[src/common/sffc_pkg.sv]
// constants, types and helpers shared by the small float codec files
// assumes a single clock domain; nothing here holds state
package sffc_pkg;

  // operation select on the request port
  typedef enum logic [1:0] {
    OP_HALF_DEC = 2'h0,  // 16-bit half word to single
    OP_UF11_DEC = 2'h1,  // unsigned 11-bit word to single
    OP_UF11_ENC = 2'h2,  // single to unsigned 11-bit word
    OP_MUL = 2'h3        // single times single
  } op_t;

  // half word layout
  localparam int HALF_SIGN_POS = 15;
  localparam int HALF_EXP_LSB = 10;
  localparam int HALF_MANT_W = 10;
  localparam int EXP5_W = 5;
  // unsigned 11-bit word layout
  localparam int UF11_EXP_LSB = 6;
  localparam int UF11_MANT_W = 6;
  localparam int UF11_W = 11;
  // single layout
  localparam int F32_SIGN_POS = 31;
  localparam int F32_EXP_LSB = 23;
  localparam int F32_EXP_W = 8;
  localparam int F32_MANT_W = 23;

  // exponent figures
  localparam logic [4:0] EXP5_MAX = 5'h1F;
  localparam logic [7:0] F32_EXP_MAX = 8'hFF;
  localparam logic [7:0] EXP5_BIAS_ADJ = 8'h70;  // 127 - 15
  localparam logic [7:0] DEN_EXP_BASE = 8'h67;   // 127 - 24
  localparam logic [7:0] ENC_SAT_EXP = 8'h8F;    // 2^16 and above
  localparam logic [7:0] ENC_NORM_MIN = 8'h71;   // 2^-14
  localparam int ENC_DEN_BASE = 130;              // shift base
  localparam int ENC_SH_MAX = 25;
  localparam logic [9:0] MUL_BIAS = 10'h07F;
  localparam logic [9:0] MUL_OVF = 10'h17E;      // 127 + 255

  // special codes
  localparam logic [10:0] UF11_MAX = 11'h7BF;    // 65024
  localparam logic [10:0] UF11_INF = 11'h7C0;
  localparam logic [10:0] UF11_NAN = 11'h7E0;
  localparam logic [31:0] F32_QNAN = 32'h7FC0_0000;
  localparam logic [31:0] F32_ONE = 32'h3F80_0000;

  // pipeline figures and reset value
  localparam int PIPE_LATENCY = 2;
  localparam logic [31:0] RST_WORD = 32'h0000_0000;

  // single is nan: all-ones exponent, nonzero fraction
  function automatic logic is_nan(input logic [31:0] f);
    return (f[F32_EXP_LSB +: F32_EXP_W] == F32_EXP_MAX) &&
           (f[F32_MANT_W-1:0] != '0);
  endfunction : is_nan

  // round to nearest, ties to even
  function automatic logic rne(input logic lsb, input logic g,
                               input logic st);
    return g & (st | lsb);
  endfunction : rne

endpackage : sffc_pkg

[src/verilog/small_float_format_codec.sv]
// small float codec: half words to single, unsigned 11-bit words to and from single,
// plus a single multiplier, in a two-stage fixed-latency pipeline
// assumes requests come from logic on the same clock, no back-pressure
//
// Functional notes
// - half is sign, 5-bit exponent, 10-bit mantissa
// - half bit 15 sign, 14:10 exponent, 9:0 mantissa
// - half zero, denormal, normal, inf, nan decode
// - any half input accepted, never hangs
// - uf11 is unsigned, 5-bit exponent, 6-bit mantissa
// - uf11 upper five bits exponent, lower six mantissa
// - uf11 zero, denormal, normal, inf, nan decode
// - uf11 encode rounds nearest, or toward zero
// - uf11 encode: negatives zero, clamp at 65024
// - uf11 encode: -inf zero, +inf inf, nan positive
// - any uf11 input accepted, never hangs
// - internal arithmetic accurate to one in 1e5
// - internal range at least two to 32
// - times zero zero, times one identity; the multiplier flushes denormal singles, so a denormal times one gives zero
// - inf and nan internally are optional
// - division by zero never halts processing
module small_float_format_codec
  import sffc_pkg::*;
(
  // clock, reset, enable
  input wire logic clock,
  input wire logic rst_n,
  input wire logic clk_en,
  // request
  input wire logic in_valid,
  input wire op_t in_op,
  input wire logic round_to_zero,
  input wire logic [31:0] in_a,
  input wire logic [31:0] in_b,
  // answer
  output logic out_valid,
  output op_t out_op,
  output logic [31:0] out_data
);

  // whole pipeline state
  typedef struct packed {
    logic s1_v;           // stage one holds a request
    op_t s1_op;
    logic s1_rtz;         // round toward zero for this request
    logic [31:0] s1_a;
    logic [31:0] s1_b;
    logic out_v;          // answer valid
    op_t out_op;
    logic [31:0] out_data;
  } state_t;

  state_t st_q;           // registered state
  state_t st_d;           // next state
  logic [31:0] mul_p;     // product of stage one operands

  // decode a 5-bit-exponent word, mantissa left-aligned to 10 bits;
  // uf11 pads its six bits with zeros, so M/64 equals 16M/1024
  function automatic logic [31:0] dec_small(input logic s,
                                            input logic [4:0] e,
                                            input logic [9:0] m);
    logic [31:0] r;
    logic [9:0] mn;
    int p;
    r = {s, 31'h0000_0000};   // signed zero by default
    mn = m;
    p = 0;
    if (e == EXP5_MAX) begin
      // inf keeps its sign, nan keeps a nonzero fraction
      r = {s, F32_EXP_MAX, m, 13'h0000};
    end else if (e != 5'h00) begin
      r = {s, {3'b000, e} + EXP5_BIAS_ADJ, m, 13'h0000};
    end else if (m != 10'h000) begin
      // denormal: 2^-14 * m / 1024, renormalised as a single
      for (int i = 0; i < HALF_MANT_W; i++) begin
        if (m[i]) begin
          p = i;
        end
      end
      mn = m << (HALF_MANT_W - p);  // leading one drops off the top
      r = {s, 8'(p) + DEN_EXP_BASE, mn, 13'h0000};
    end
    return r;
  endfunction : dec_small

  // encode a single into an unsigned 11-bit word
  function automatic logic [10:0] enc_uf11(input logic [31:0] a,
                                           input logic rtz);
    logic [10:0] r;
    logic [10:0] q;
    logic [7:0] e;
    logic [49:0] ext;
    logic inc;
    int sh;
    e = a[F32_EXP_LSB +: F32_EXP_W];
    r = 11'h000;
    q = 11'h000;
    ext = '0;
    inc = 1'b0;
    sh = 0;
    if (is_nan(a)) begin
      r = UF11_NAN;                       // either sign
    end else if (a[F32_SIGN_POS]) begin
      r = 11'h000;                        // -inf and negatives
    end else if (e == F32_EXP_MAX) begin
      r = UF11_INF;
    end else if (e >= ENC_SAT_EXP) begin
      r = UF11_MAX;
    end else if (e >= ENC_NORM_MIN) begin
      q = {5'(e - EXP5_BIAS_ADJ), a[F32_MANT_W-1 -: UF11_MANT_W]};
      inc = !rtz && rne(q[0], a[16], |a[15:0]);
      // rounding past the largest finite would make inf; clamp
      r = (q == UF11_MAX && inc) ? UF11_MAX : q + 11'(inc);
    end else if (e != 8'h00) begin
      // result is a uf11 denormal; a carry into 64 lands on the
      // smallest normal code, which is exactly the right value
      sh = ENC_DEN_BASE - int'(e);
      if (sh <= ENC_SH_MAX) begin
        ext = {1'b1, a[F32_MANT_W-1:0], 26'h000_0000} >> sh;
        q = 11'(ext[49:26]);
        inc = !rtz && rne(q[0], ext[25], |ext[24:0]);
        r = q + 11'(inc);
      end
    end
    return r;
  endfunction : enc_uf11

  // multiplier on the stage one operands, single precision
  fp32_mul u_mul (
    .a(st_q.s1_a),
    .b(st_q.s1_b),
    .p(mul_p)
  );

  // next state: stage one captures, stage two computes and holds
  always_comb begin
    st_d = st_q;
    if (clk_en) begin
      st_d.s1_v = in_valid;
      st_d.s1_op = in_op;
      st_d.s1_rtz = round_to_zero;
      st_d.s1_a = in_a;
      st_d.s1_b = in_b;
      st_d.out_v = st_q.s1_v;
      if (st_q.s1_v) begin
        st_d.out_op = st_q.s1_op;
        // every op finishes in one pass, nothing can wait
        case (st_q.s1_op)
          OP_HALF_DEC: begin
            st_d.out_data = dec_small(st_q.s1_a[HALF_SIGN_POS],
                st_q.s1_a[HALF_EXP_LSB +: EXP5_W],
                st_q.s1_a[HALF_MANT_W-1:0]);
          end
          OP_UF11_DEC: begin
            st_d.out_data = dec_small(1'b0,
                st_q.s1_a[UF11_EXP_LSB +: EXP5_W],
                {st_q.s1_a[UF11_MANT_W-1:0], 4'h0});
          end
          OP_UF11_ENC: begin
            st_d.out_data = {21'h00_0000,
                             enc_uf11(st_q.s1_a, st_q.s1_rtz)};
          end
          OP_MUL: begin
            st_d.out_data = mul_p;
          end
          default: begin
            st_d.out_data = RST_WORD;
          end
        endcase
      end
    end
  end

  // state register
  always_ff @(posedge clock or negedge rst_n) begin
    if (!rst_n) begin
      st_q <= '{s1_v: 1'b0, s1_op: OP_HALF_DEC, s1_rtz: 1'b0,
                s1_a: RST_WORD, s1_b: RST_WORD, out_v: 1'b0,
                out_op: OP_HALF_DEC, out_data: RST_WORD};
    end else begin
      st_q <= st_d;
    end
  end

  // outputs straight from the state register
  assign out_valid = st_q.out_v;
  assign out_op = st_q.out_op;
  assign out_data = st_q.out_data;
endmodule : small_float_format_codec

[src/verilog/fp32_mul.sv]
// single precision multiplier, purely combinational
// assumes the caller registers both operands and the product
module fp32_mul
  import sffc_pkg::*;
(
  // operands
  input wire logic [31:0] a,
  input wire logic [31:0] b,
  // product
  output logic [31:0] p
);

  logic s;            // product sign
  logic [7:0] ea;     // biased exponents
  logic [7:0] eb;
  logic [47:0] prod;  // full significand product
  logic [9:0] exs;    // exponent sum, still biased twice
  logic [22:0] mant;  // kept fraction
  logic g;            // guard bit
  logic st;           // sticky bit
  logic [30:0] body;  // exponent and fraction before rounding

  // denormal singles count as zero: flushing keeps the datapath
  // short, and halves never decode to a single denormal anyway
  always_comb begin
    s = a[F32_SIGN_POS] ^ b[F32_SIGN_POS];
    ea = a[F32_EXP_LSB +: F32_EXP_W];
    eb = b[F32_EXP_LSB +: F32_EXP_W];
    // widen both significands first so the product keeps all 48 bits
    prod = 48'({1'b1, a[F32_MANT_W-1:0]}) *
           48'({1'b1, b[F32_MANT_W-1:0]});
    exs = {2'b00, ea} + {2'b00, eb} + {9'h000, prod[47]};
    // normalise: product lies in [1,4)
    if (prod[47]) begin
      mant = prod[46:24];
      g = prod[23];
      st = |prod[22:0];
    end else begin
      mant = prod[45:23];
      g = prod[22];
      st = |prod[21:0];
    end
    body = {8'(exs - MUL_BIAS), mant};
    if (is_nan(a) || is_nan(b)) begin
      p = F32_QNAN;
    end else if (ea == F32_EXP_MAX || eb == F32_EXP_MAX) begin
      // inf times zero has no value; give nan, never stall
      p = (ea == 8'h00 || eb == 8'h00) ? F32_QNAN
                                       : {s, F32_EXP_MAX, 23'h00_0000};
    end else if (ea == 8'h00 || eb == 8'h00) begin
      p = {s, 31'h0000_0000};  // x times zero is zero
    end else if (exs >= MUL_OVF) begin
      p = {s, F32_EXP_MAX, 23'h00_0000};
    end else if (exs <= MUL_BIAS) begin
      p = {s, 31'h0000_0000};  // underflow flushes
    end else begin
      // carry out of the fraction bumps the exponent, even into inf
      p = {s, body + 31'(rne(mant[0], g, st))};
    end
  end

endmodule : fp32_mul

[config.mk]
export PLATFORM = sky130hd
export DESIGN_NAME = small_float_format_codec
export DESIGN_NICKNAME = d
export VERILOG_FILES = /design/src/common/sffc_pkg.sv /design/src/verilog/small_float_format_codec.sv /design/src/verilog/fp32_mul.sv
export SDC_FILE = /design/constraint.sdc
export NUM_CORES = 2
export LEC_CHECK = 0
export ABC_CLOCK_PERIOD_IN_PS = 13600
export BUFFER_PORTS_ARGS = -buffer_cell sky130_fd_sc_hd__buf_4
export CAP_MARGIN = 20
export CORE_UTILIZATION = 30
export CTS_CLUSTER_SIZE = 16
export DETAILED_ROUTE_END_ITERATION = 16
export GPL_TIMING_DRIVEN = 0
export HOLD_SLACK_MARGIN = 0.03
export SLEW_MARGIN = 20
export SYNTH_ARGS = -nofsm -noshare
export SYNTH_HDL_FRONTEND = slang
export SYNTH_HIERARCHICAL = 1
export SYNTH_SLANG_ARGS = --single-unit
[constraint.sdc]
create_clock -name clock -period 13.6 [get_ports clock]
set_input_delay 0 -clock clock [delete_from_list [all_inputs] [get_ports clock]]
set_output_delay 0 -clock clock [all_outputs]
set_load 0.01 [all_outputs]
==> run_results.csv <==
group,metric,value,unit
status,status,"finished clean",
global_route,grt_max_degree,62,
logic_synthesis,ys_async_sr_fraction,100.0,%
logic_synthesis,synth_enable_flop_cells,0,
cells_and_area,fillers,10510,
floorplan,initial_core_util,30.30,%
logic_synthesis,yosysMostFrequentCell,"inv_1",
sta,finalSetupViolations,0,
routing,drtAntennaViolNets,0,
logic_synthesis,synth_area_leaders,"fa_1, dfrtp_1, ha_1",
clocking,post-cts-setup-buffers,0,
worst_setup_path,cp_slowest_stage_delay,0.79,ns
place,pre_cts_ws,0.4327,ns
sta,grt_setup_unrepaired,"no",
global_route,grtUsageTotal,23.05,%
worst_setup_path,critPathTopFamily,"adder cells",
worst_setup_path,worst-path-stages,41,
worst_setup_path,path_common_cell,"fa_1",
logic_synthesis,synth_top_cell_by_area,"fa_1",
logic_synthesis,yosysWarningCount,6,
clocking,path_clk_slew,0.09,ns
place,io_buffers,104,
sta,hold_viol,0,
worst_setup_path,r2r_end,"out_data[5]$_DFFE_PN0P_",
sta,tns,0,ns
floorplan,rows,116,
sta,finalCriticalPeriod,13.01,ns
global_route,grt_pass1_wl,177.9,mm
worst_setup_path,cp_slowest_cell,"clkdlybuf4s15_1",
sta,fin_crit_sh,95.69,%
logic_synthesis,synthFlopType,"dfrtp_1",
logic_synthesis,ys_ff_latch,103,
logic_synthesis,syn_area,30350,µm²
clocking,clock-sinks,103,
cells_and_area,fin_nets,4485,
clocking,clock_latency,0.42,ns
worst_setup_path,path_class,"reg -> reg",
logic_synthesis,synth_commonest_cells,"inv_1, fa_1, nand2_1",
logic_synthesis,synth_top_area_share,31.93,%
sta,skew,0.02311,ns
routing,wl_met2,51.50,mm
cells_and_area,drive_gt1_share,10.60,%
worst_setup_path,r2r_start,"st_q[84]$_DFFE_PN0P_",
floorplan,ios,106,
clocking,root_buffer,"clkbuf_16",
routing,m1WireLength,49.09,mm
floorplan,core,100100,µm²
sta,slew_headroom,24.65,%
logic_synthesis,ys_seq_area_share,8.493,%
worst_setup_path,r2r_cells,41,
global_route,overflow,0,
routing,drt_iter0_drc,2810,
worst_setup_path,arrival,13.29,ns
cells_and_area,fin_util,33.77,%
clocking,cts_tree,"done",
routing,detailroute.via_count,27220,
routing,highest_layer,"met5",
routing,wl_per_cell,23.32,µm
sta,fmax,0.07684,GHz
global_route,antenna_found_initial,3,
place,dp_hpwl,96.13,mm
worst_setup_path,path_max_fanout,16,
logic_synthesis,syn_inst,3547,
routing,via_per_inst,5.405,
routing,drcViolationCount,0,
worst_setup_path,startpoint,"st_q[84]$_DFFE_PN0P_",
worst_setup_path,reg2reg_setup_slack,0.59,ns
worst_setup_path,critPathRequiredTime,13.87,ns
cells_and_area,syn_to_final_growth,11.42,%
logic_synthesis,syn_area_per_cell,8.556,µm²
floorplan,die_w,320.1,µm
cells_and_area,instances_no_fill,5037,
job,maxCapViolCount,0,
clocking,h-tree-depth,3,
worst_setup_path,endpoint_kind,"flip-flop",
clocking,numCtsBuffers,9,
sta,worst_slack,0.5856,ns
hold_path,hold_path_class,"in -> async",
global_route,grt_pass1_vias,27570,
place,placedCellCount,4951,
routing,wirelength,117.5,mm
routing,dr_wl_met3,9.921,mm
logic_synthesis,synth_cell_types,121,
worst_setup_path,crit_path_end,"out_data[5]$_DFFE_PN0P_",
routing,firstDrtPassIters,6,
sta,drv_slew,0,
logic_synthesis,synth_fp_nets,4300,
worst_setup_path,setup.worst_path.start_class,"flip-flop",
clocking,cts_buffer_depth,2,
floorplan,die_area,102400,µm²
floorplan,die_h,320.1,µm
sta,worst_pin_slew,1.130,ns
place,gp_congestion,0.9902,
worst_setup_path,worst-path-buf-inv,10,
worst min-delay path by stage:
| stage | start | to | depth (start not counted) |
|---|---|---|---|
| after floorplan | rst_n | out_data[0]$_DFFE_PN0P_ | 0 |
| after global placement | in_b[18] | st_q[53]$_DFFE_PN0P_ | 2 |
| after detailed placement | rst_n | st_q[61]$_DFFE_PN0P_ | 1 |
| after CTS | rst_n | out_data[31]$_DFFE_PN0P_ | 2 |
| after global routing | rst_n | st_q[64]$_DFFE_PN0P_ | 2 |
| final | rst_n | st_q[64]$_DFFE_PN0P_ | 2 |
per-layer routing:
layer | vias up | track usage, %
met3 | 260 | 4.414
met1 | 13710 | 30.94
met2 | 1322 | 35.42
li1 | 11930 | -
met4 | 2 | 11.26
met5 | - | 0
cell type report:
cell class,instances,area [µm²],area share [%]
Antenna cell,2,5.005,0.01480
Inverter,549,2061,6.094
Timing Repair Buffer,175,1508,4.459
Buffer,251,1240,3.667
Tap cell,1298,1624,4.803
Multi-Input combinational cell,2643,24480,72.39
Clock buffer,9,225.2,0.6660
Sequential cell,103,2582,7.637
Clock inverter,7,91.34,0.2701
flip-flops by register name (all words and copies together), names as in the netlist:
name,count
st_q,68
out_op,2
out_data,32
out_valid,1
cells in the final DEF (no fill, tap or decap), types with 10 or more instances in the layout:
master,count
a211oi_1,28
a21o_1,32
a21oi_1,103
a221oi_1,16
a22oi_1,12
a31oi_1,23
and2_1,236
and3_1,26
buf_2,38
buf_4,149
clkbuf_1,152
dfrtp_1,99
dlygate4sd3_1,69
fa_1,484
ha_1,198
inv_1,543
mux2_2,78
mux2i_1,34
mux4_2,16
nand2_1,449
nand2b_1,17
nand3_1,56
nand4_1,37
nor2_1,200
nor2b_1,17
nor3_1,41
nor4_1,29
o211ai_1,37
o21a_1,18
o21ai_0,108
o21ai_1,16
o31ai_1,12
or2_2,14
or3_1,16
or4_1,10
xnor2_1,45
xor2_1,28
repair_timing:
item / CTS / global route
resized for setup: 0 / 12
setup endpoints to repair: 0 / 12
endpoints found under the hold margin: 128 / 0
hold buffers: 69 / 0
per-stage QoR:
step           instance area, µm²  hold WS [ns]
6_report                    33810        0.1354
5_1_grt                     33810        0.1919
4_1_cts                     33800        0.1505
3_5_place_dp                32790       0.03451
3_3_place_gp                32750        0.2333
2_1_floorplan               30350       -0.2956
logic make-up (layout without fill, tap and decap cells):
family,Yosys count,in the layout,synth area share (%)
other,0,2,0
flip-flops,103,103,8.493
adder cells (fa/ha/maj),682,682,40.09
buffers and inverters,801,991,10.86
AND/OR/NAND/NOR,1213,1213,20.07
XOR/XNOR,76,76,2.305
AO/OA/AOI/OAI,538,538,12.52
multiplexers,134,134,5.673
Power is left out: the tool's default activity adds up to more than one toggle a clock period on the data nets, which glitch-free logic cannot reach.
